### config.mk
export PLATFORM = sky130hd
export DESIGN_NAME = msc_top
export DESIGN_NICKNAME = d
export VERILOG_FILES = /design/src/rtl/msc_sync_edge.v /design/src/rtl/msc_top.v
export VERILOG_INCLUDE_DIRS = /design/src /design/src/rtl
export SDC_FILE = /design/constraint.sdc
export NUM_CORES = 1
export LEC_CHECK = 0
export ABC_CLOCK_PERIOD_IN_PS = 2000
export BUFFER_PORTS_ARGS = -buffer_cell sky130_fd_sc_hd__buf_4
export CAP_MARGIN = 40
export CORE_ASPECT_RATIO = 1.4
export CORE_MARGIN = 4
export CORE_UTILIZATION = 47
export CTS_CLUSTER_DIAMETER = 120
export CTS_CLUSTER_SIZE = 25
export DETAILED_ROUTE_END_ITERATION = 12
export MAX_ROUTING_LAYER = met4
export PLACE_DENSITY = 0.91
export SYNTH_ARGS = -nofsm -noshare
export SYNTH_HDL_FRONTEND = slang
export SYNTH_SLANG_ARGS = --single-unit
export TNS_END_PERCENT = 50
### constraint.sdc
create_clock -name clk_in -period 2 [get_ports clk_in]
set_input_delay 0.2 -clock clk_in [delete_from_list [all_inputs] [get_ports clk_in]]
set_output_delay 0.2 -clock clk_in [all_outputs]
set_load 0.05 [all_outputs]
### src/rtl/msc_defines.vh
/*
 Constants for the modem status change detector: register byte offsets,
 field positions, reset values and the AXI4-Lite response codes.
 Assumes it is included by bare name from files under rtl/ and test/.
*/
`ifndef MSC_DEFINES_VH
`define MSC_DEFINES_VH

// ==========================================================
// Register byte offsets
`define MSC_OFF_MODEM_LINE_STATUS 4'h0
`define MSC_OFF_IRQ_STATUS 4'h4
`define MSC_OFF_IRQ_MASK 4'h8

// ==========================================================
// Modem line status field positions
`define MSC_BIT_DCTS 0
`define MSC_BIT_DDSR 1
`define MSC_BIT_DRI 2
`define MSC_BIT_DCD 3
`define MSC_BIT_CTS 4
`define MSC_BIT_DSR 5
`define MSC_BIT_RI 6
`define MSC_BIT_CD 7

// ==========================================================
// Reset values
`define MSC_DELTA_RST 4'h0
`define MSC_MASK_RST 4'hF
`define MSC_SYNC_RST 4'hF

// ==========================================================
// Bus response codes
`define MSC_RESP_OKAY 2'h0
`define MSC_RESP_SLVERR 2'h2

`endif

### src/rtl/msc_sync_edge.v
/*
 Two-flop synchroniser with edge detection for the four active-low modem
 inputs. Assumes the inputs are asynchronous to clk_in.
*/
`timescale 1ns/100ps
`default_nettype none
`include "msc_defines.vh"

module msc_sync_edge (
    input wire clk_in,
    input wire sys_rst_in,
    input wire ce_in,
    input wire [3:0] pin_n_in,
    output wire [3:0] level_out,
    output wire [3:0] toggle_out,
    output wire [3:0] rise_out
);

    // ==========================================================
    // Synchronisers, one per input
    reg [3:0] meta_reg;
    reg [3:0] sync_reg;
    reg [3:0] prev_reg;

    genvar i;
    generate
        for (i = 0; i < 4; i = i + 1) begin : g_sync
            // Idle lines rest high, so reset to high to avoid a false edge
            always @(posedge clk_in or posedge sys_rst_in) begin
                if (sys_rst_in) begin
                    meta_reg[i] <= 1'b1;
                    sync_reg[i] <= 1'b1;
                    prev_reg[i] <= 1'b1;
                end else if (ce_in) begin
                    meta_reg[i] <= pin_n_in[i];
                    sync_reg[i] <= meta_reg[i];
                    prev_reg[i] <= sync_reg[i];
                end
            end
            // The second and third flops feed edge logic; the first never does
            assign level_out[i] = ~sync_reg[i];
            assign toggle_out[i] = sync_reg[i] ^ prev_reg[i];
            assign rise_out[i] = sync_reg[i] & ~prev_reg[i];
        end
    endgenerate

endmodule
`default_nettype wire

### src/rtl/msc_top.v
/*
 Modem status change detector with AXI4-Lite register access.
 Assumes the modem pins are asynchronous and active low, one clock.
*/
// The register offsets and register access over AXI4-Lite were left to the implementer.
// Summary of operation
// - Carrier detect changing either way sets its delta flag and requests interrupt.
// - Ring indicator delta flag sets only on 0 to 1 input, requests interrupt.
// - Data set ready changing either way sets bit 1, requests interrupt.
// - Clear to send changing either way sets bit 0, requests interrupt.
// - All four delta flags are zero after reset.
// - Modem status interrupt stays asserted while any of bits 0 to 3 is 1.
// - Reading the modem status register clears all four delta flags.
`timescale 1ns/100ps
`default_nettype none
`include "msc_defines.vh"

// ==========================================================
// Register map, one aligned 32-bit word each
//   0x0 modem line status: [7:4] live CD, RI, DSR, CTS levels, active high,
//       [3:0] delta flags for CD, RI, DSR, CTS, cleared by reading this word
//   0x4 interrupt status: sticky copy of the same four events, read clears
//   0x8 interrupt mask: [3:0], a 1 lets the matching status bit reach irq_out
// Writes to the two status words answer OKAY and change nothing;
// any other offset answers SLVERR, with zero read data on a read.
//
// Timing
//   A pin change reaches its delta flag on the third enabled edge:
//   two synchroniser flops, then one compare against the previous level.
//   Reads answer one cycle after the address is taken; writes one cycle
//   after both address and data are held.
//   ce_in low freezes every flop, the bus handshakes included, but the
//   ready outputs keep their level, so a handshake made while the enable is low is dropped.
//   A pulse on a pin shorter than one clock period may be missed; the
//   modem lines are slow levels, so no pulse stretching is provided.

module msc_top (
    input wire clk_in,
    input wire sys_rst_in,
    input wire ce_in,
    input wire cts_n_in,
    input wire dsr_n_in,
    input wire ri_n_in,
    input wire cd_n_in,
    output wire modem_irq_out,
    output wire irq_out,
    input wire [3:0] s_axi_awaddr,
    input wire s_axi_awvalid,
    output wire s_axi_awready,
    input wire [31:0] s_axi_wdata,
    input wire [3:0] s_axi_wstrb,
    input wire s_axi_wvalid,
    output wire s_axi_wready,
    output reg [1:0] s_axi_bresp,
    output reg s_axi_bvalid,
    input wire s_axi_bready,
    input wire [3:0] s_axi_araddr,
    input wire s_axi_arvalid,
    output wire s_axi_arready,
    output reg [31:0] s_axi_rdata,
    output reg [1:0] s_axi_rresp,
    output reg s_axi_rvalid,
    input wire s_axi_rready
);

    // ==========================================================
    // Input synchronisation
    wire [3:0] level;
    wire [3:0] toggle;
    wire [3:0] rise;

    msc_sync_edge u_sync (
        .clk_in(clk_in),
        .sys_rst_in(sys_rst_in),
        .ce_in(ce_in),
        .pin_n_in({cd_n_in, ri_n_in, dsr_n_in, cts_n_in}),
        .level_out(level),
        .toggle_out(toggle),
        .rise_out(rise)
    );

    // Events per flag; RI counts only the pin going from 0 to 1
    wire [3:0] delta_evt;
    assign delta_evt[`MSC_BIT_DCTS] = toggle[0];
    assign delta_evt[`MSC_BIT_DDSR] = toggle[1];
    assign delta_evt[`MSC_BIT_DRI] = rise[2];
    assign delta_evt[`MSC_BIT_DCD] = toggle[3];

    // ==========================================================
    // Write channel: address and data accepted in either order
    reg aw_held_reg;
    reg [3:0] aw_addr_reg;
    reg w_held_reg;
    reg [31:0] w_data_reg;
    reg [3:0] w_strb_reg;
    reg [3:0] mask_reg;
    reg [3:0] irq_stat_reg;
    reg [3:0] delta_reg;

    // Each half is refused while it is held or a response is pending;
    // this keeps a single write in flight without a counter.
    assign s_axi_awready = ~aw_held_reg & ~s_axi_bvalid;
    assign s_axi_wready = ~w_held_reg & ~s_axi_bvalid;

    // Commit once both halves are held; registering first costs a cycle
    // but removes any path from the bus inputs to the mask register.
    wire do_write = aw_held_reg & w_held_reg & ~s_axi_bvalid;

    // Hold each half until its partner arrives, then answer
    always @(posedge clk_in or posedge sys_rst_in) begin
        if (sys_rst_in) begin
            aw_held_reg <= 1'b0;
            aw_addr_reg <= 4'h0;
            w_held_reg <= 1'b0;
            w_data_reg <= 32'h0;
            w_strb_reg <= 4'h0;
            s_axi_bvalid <= 1'b0;
            s_axi_bresp <= `MSC_RESP_OKAY;
            mask_reg <= `MSC_MASK_RST;
        end else if (ce_in) begin
            if (s_axi_awvalid && s_axi_awready) begin
                aw_held_reg <= 1'b1;
                aw_addr_reg <= s_axi_awaddr;
            end
            if (s_axi_wvalid && s_axi_wready) begin
                w_held_reg <= 1'b1;
                w_data_reg <= s_axi_wdata;
                w_strb_reg <= s_axi_wstrb;
            end
            if (do_write) begin
                aw_held_reg <= 1'b0;
                w_held_reg <= 1'b0;
                s_axi_bvalid <= 1'b1;
                // Status registers are read-only; only the mask is writable
                if (aw_addr_reg == `MSC_OFF_IRQ_MASK) begin
                    s_axi_bresp <= `MSC_RESP_OKAY;
                    if (w_strb_reg[0])
                        mask_reg <= w_data_reg[3:0];
                end else if (aw_addr_reg == `MSC_OFF_MODEM_LINE_STATUS ||
                             aw_addr_reg == `MSC_OFF_IRQ_STATUS) begin
                    s_axi_bresp <= `MSC_RESP_OKAY;
                end else begin
                    s_axi_bresp <= `MSC_RESP_SLVERR;
                end
            end else if (s_axi_bvalid && s_axi_bready) begin
                s_axi_bvalid <= 1'b0;
            end
        end
    end

    // ==========================================================
    // Read channel: one read at a time, answered the cycle after
    assign s_axi_arready = ~s_axi_rvalid;
    wire rd_take = s_axi_arvalid & s_axi_arready;
    // Clearing reads act at the edge where the address is taken, so the
    // returned word holds the flags as they stood just before the clear.
    wire rd_mls = rd_take & (s_axi_araddr == `MSC_OFF_MODEM_LINE_STATUS);
    wire rd_ist = rd_take & (s_axi_araddr == `MSC_OFF_IRQ_STATUS);

    // Read data is registered; it stands with rvalid until rready

    always @(posedge clk_in or posedge sys_rst_in) begin
        if (sys_rst_in) begin
            s_axi_rvalid <= 1'b0;
            s_axi_rdata <= 32'h0;
            s_axi_rresp <= `MSC_RESP_OKAY;
        end else if (ce_in) begin
            if (rd_take) begin
                s_axi_rvalid <= 1'b1;
                s_axi_rresp <= `MSC_RESP_OKAY;
                case (s_axi_araddr)
                    `MSC_OFF_MODEM_LINE_STATUS: s_axi_rdata <= {24'h0, level, delta_reg};
                    `MSC_OFF_IRQ_STATUS: s_axi_rdata <= {28'h0, irq_stat_reg};
                    `MSC_OFF_IRQ_MASK: s_axi_rdata <= {28'h0, mask_reg};
                    default: begin
                        s_axi_rdata <= 32'h0;
                        s_axi_rresp <= `MSC_RESP_SLVERR;
                    end
                endcase
            end else if (s_axi_rready) begin
                s_axi_rvalid <= 1'b0;
            end
        end
    end

    // ==========================================================
    // Delta flags: a new event in the read cycle survives the clear.
    // Set wins over clear so that no change is ever lost; the cost is
    // that such an event shows up only on the next read.
    always @(posedge clk_in or posedge sys_rst_in) begin
        if (sys_rst_in) begin
            delta_reg <= `MSC_DELTA_RST;
        end else if (ce_in) begin
            delta_reg <= (rd_mls ? 4'h0 : delta_reg) | delta_evt;
        end
    end

    // Interrupt status: sticky per event, cleared on its own read.
    // It is kept apart from the delta flags so that reading one word
    // does not hide events from software that polls the other.
    always @(posedge clk_in or posedge sys_rst_in) begin
        if (sys_rst_in) begin
            irq_stat_reg <= 4'h0;
        end else if (ce_in) begin
            irq_stat_reg <= (rd_ist ? 4'h0 : irq_stat_reg) | delta_evt;
        end
    end

    // ==========================================================
    // Interrupt outputs
    // Modem request follows the delta flags directly; both outputs are
    // decoded from flops only, so they carry no glitch from the bus.
    assign modem_irq_out = |delta_reg;
    assign irq_out = |(irq_stat_reg & mask_reg);

endmodule
`default_nettype wire

Word level (Yosys, flattened, before mapping). Index checks and enable logic that the tools add are counted.

Bits in registers: 73. Input port bits: 56.

Equal/unequal tests: 4. Mux-type cells: 14. Bitwise gates (word level): 23. Reduce and logical (&&, ||, !) cells: 22.

Operator list (number): 8-bit one-hot mux with 3 select lines (1); 2-bit AND reduction (8); 1-bit inverter (9); 1-bit AND (8); 4-bit by 3-bit equality test with 1-bit output, second input constant (2); 4-bit equality test, second input constant (2); 4-bit logical NOT (2); 1-bit 2-to-1 mux (8); 4-bit 2-to-1 mux (2); 4-bit OR (2); 2-bit nonzero test (4); 4-bit OR reduction (2); 2-bit 2-to-1 mux (3); 4-bit AND (1); 4-bit AND reduction (1); 1-bit logical AND (3); 3-bit OR reduction (1); 1-bit bitwise XOR (3); 1-bit logical OR (1).

Depth between registers and ports, before layout.
Depth in word-level cells: 5. Depth in mapped cells: 5.

Hierarchy. Synthesis repeated with hierarchy kept, for this count alone.

Cells, all modules: 183. Area, all modules: 2285.9 um2.

Modules (own cells, without submodules): msc_top (times used 1, cells each 141, area an instance 1687.9 um2, sequential area each 880.8 um2); msc_sync_edge (times used 1, cells each 42, area an instance 598.1 um2, sequential area each 315.3 um2).

Worst setup path after synthesis. No wires, ideal clock.

Path type: reg-to-reg. Start point: register s_axi_bvalid. End point: register mask_reg[0]. Library setup time: 0.082 ns. Data arrival time: 1.784 ns. Path slack: 0.133 ns. Cell stages (with the launch flop): 5. Path buffers: 1. Period minus slack after synthesis: 1.867 ns. Cell sequence: dfrtp_1 nand4b_4 or4_1 buf_4 mux2_4.

Word-level cells in the longest chain between the ends: 3.

Ends and longest elaborated chain: from (decl) (RTL line msc_top.v:55) `output reg s_axi_bvalid,`; from (signal assigned) (RTL line msc_top.v:117) `s_axi_bvalid <= 1'b0;`; from (signal assigned) (RTL line msc_top.v:133) `s_axi_bvalid <= 1'b1;`; from (signal assigned) (RTL line msc_top.v:146) `s_axi_bvalid <= 1'b0;`; 1-bit inverter (RTL line msc_top.v:107) `wire do_write = aw_held_reg & w_held_reg & ~s_axi_bvalid;`; 1-bit AND (RTL line msc_top.v:107); 4-bit AND reduction (no line); to (signal assigned) (RTL line msc_top.v:119) `` mask_reg <= `MSC_MASK_RST; ``; to (signal assigned) (RTL line msc_top.v:138) `mask_reg <= w_data_reg[3:0];`; to (decl) (RTL line msc_top.v:96) `reg [3:0] mask_reg;`.

No other way between the ends. A chain may end at the register's enable or synchronous reset.

Final worst setup path. Ends and elaborated chain as after synthesis.

==> results.cfg <==
[synth]
syn-instance-count = 173
synth_top_area_cell = dfrtp_1
synthDistinctLibCells = 26
synth_area_leaders = dfrtp_1 36%, dfstp_2 19%, mux2_2 10%
syn-cell-area_mm2 = 0.002181
ys_seq_elements = 47
ys.warnings.count = 0
synth_top_area_share_pct = 35.57
syn_area_per_cell_um2 = 12.61
yosysSeqAreaShare_pct = 54.85

[routing]
vias_per_cell = 4.847
wire_per_inst_um = 13.62
first_pass_iters = 4
drtIter0Drc = 51
routed_wl_mm = 3.828
drc = 0
vias = 1362
postRouteAntennaNets = 0

[cells_and_area]
layoutNonFillerInstCount = 281
layout-drive-gt1-share_pct = 43.38
fillerInstances = 384
area_growth_pct = 17.10
largest_reg_flops = 8
final_cell_mix = 47 x buf_4, 31 x dfrtp_1, 26 x conb_1
multi_input_area_um2 = 834.6
regMostFlops = s_axi_rdata
final_common_cell = buf_4
n_antenna_cell = 0
regArea_mm2 = 0.001196
nNetsFinal = 274

[place]
io_buffer_count = 41
place_congestion = 0.8594
place_inst = 273
hpwlAfterDp_mm = 2.893

[setup_path]
path_buf_inv = 0
crit_start = s_axi_bvalid$_DFFE_PP0P_
cp_cell_sequence = nand4b_4, or4_1, mux2_4
required_ns = 2.23
crit_family = simple AND/OR/NAND/NOR gates
reg2reg_depth = 3
crit_path_end_kind = register
arrival_ns = 1.96
crit_type = register to register
cp-start-kind = register
crit_path_top_delay_cell = or4_1
r2r-end = mask_reg[0]$_DFFE_PP1P_
timing.critical_path.to = mask_reg[0]$_DFFE_PP1P_
rrSetupSlack_ns = 0.26
cp.depth = 3
r2r-start = s_axi_bvalid$_DFFE_PP0P_
critPathMaxFanout = 7
slowest_delay_ns = 0.64

[global_routing]
overflow = 0
grt_pass1_wl_mm = 6.134
antenna_found_initial = 0
grt_pass1_vias = 1308
gr-usage-met1_pct = 15.49
grt_start_max_net_pins = 48
busiest_layer = met2
grt_util_met2_pct = 23.69
grt_util_met3_pct = 4.574
grt_use_total_pct = 14.38

[cts]
numCtsBuffers = 5
ctsLongestPathBuffers = 2
htree_levels = 2
cts_setup_buffers = 0
tritoncts = done
cts_sinks = 47
cts-root-buf = clkbuf_8
worstSkewPairLatency_ns = 0.30
cts_resized = 0
clk_pin_slew_ns = 0.08
holdBufCountCts = 0

[floorplanning]
initial_utilization_pct = 48.47
dieArea_mm2 = 0.005810
die_w_um = 65.57
die_h_um = 88.60
design.core.area_mm2 = 0.004499
io_pins = 99
num_rows = 29

[run_status]
outcome = finished clean

[timing]
finalSetupViolCount = 0
worst_slew_pin_slew_ns = 0.5730
hold_viol_final = 0
fin_crit_sh_pct = 86.89
fmax_ghz = 0.5754
setup_tns_ns = 0
grt_setup_unrepaired = no
slew_headroom_pct = 61.80
period_minus_slack_ns = 1.738
finalClockSkew_ns = 0.006683
slew_viol_final = 0

[power]
peakVddDrop_mv = 0.7426
p_leak_nw = 1.191
power_density_mw_per_mm2 = 1242

[hold_path]
hp-class = input port to asynchronous set/reset pin

[job]
cap_violations = 0
-- power by group --
group          internal, W  total, W  switching, W
Clock             0.000245  0.000537      0.000292
Sequential         0.00125   0.00145      0.000202
Combinational     0.000464   0.00119      0.000721
Total              0.00196   0.00317       0.00122
-- Yosys cell counts --
cell	count
dfrtp_1	31
buf_4	28
mux2_2	20
dfstp_2	16
nand2_1	14
a22o_1	10
o21ai_0	7
clkbuf_1	6
o2bb2ai_1	6
mux2_4	4
mux2i_1	4
inv_1	3
nor2_1	3
or4_1	3
xor2_1	3
a22oi_1	2
nand3b_1	2
nor4bb_1	2
o21a_1	2
a211oi_1	1
a21oi_1	1
conb_1	1
nand4b_4	1
nor2b_1	1
or2_2	1
or4b_1	1
-- per-stage QoR --
stage	util [%]	total power [W]	hold WS (ns)	instance area, µm²	setup WS, ns
after floorplan	-	0.002356	0.3517	2275	0.1335
after global placement	54.95	0.002627	0.3770	2472	0.2792
after detailed placement	54.95	0.002666	0.3846	2472	0.2538
after CTS	56.76	0.003204	0.06235	2554	0.2473
after global routing	56.76	0.003352	0.09450	2554	0.1876
final	56.76	0.003173	0.04458	2554	0.2622
-- how the worst min path moves through the flow --
| stage | from | to | slack (ns) | cells past startpoint |
|---|---|---|---|---|
| CTS | sys_rst_in | w_strb_reg[0]$_DFFE_PP0P_ | 0.06 | 3 |
| finish | sys_rst_in | w_strb_reg[0]$_DFFE_PP0P_ | 0.04 | 3 |
| global placement | sys_rst_in | s_axi_bvalid$_DFFE_PP0P_ | 0.38 | 3 |
| detailed placement | sys_rst_in | aw_addr_reg[3]$_DFFE_PP0P_ | 0.38 | 3 |
| global route | sys_rst_in | irq_stat_reg[0]$_DFFE_PP0P_ | 0.09 | 3 |
| floorplan | s_axi_awaddr[0] | aw_addr_reg[0]$_DFFE_PP0P_ | 0.35 | 1 |
-- worst reg2reg max path, delay by kind of cell, from the launching register on --
family        cells  cell delay, ns
simple gates      2            0.87
flops             1            0.46
mux               1            0.35
-- per-layer routing --
layer / vias to the layer above / wire, µm
met2: 53 / 1938
met4: 0 / 134
met1: 656 / 1467
li1: 640 / -
met5: - / 0
met3: 13 / 287
-- cell type report --
cell class	instances	share of cell area, %
well taps	62	3.038
repair buffers	47	13.82
flip-flops and latches	47	46.84
clock inverters	1	0.1960
inverters	3	0.4410
clock buffers	7	2.989
multi-input cells	114	32.68
-- cells by family (layout without fill, tap and decap cells) --
family                    count (synthesis)  count (layout)  synth area share, %
other                                     1              26               0.1720
AOI/OAI and AO/OA                        29              29                9.982
xor gates and xnor gates                  3               3                1.205
buffers and inverters                    37              58                11.19
DFF                                      47              47                54.85
and+or+nand+nor                          28              28                7.688
muxes                                    28              28                14.92
Power figures use the tool's default switching activity.
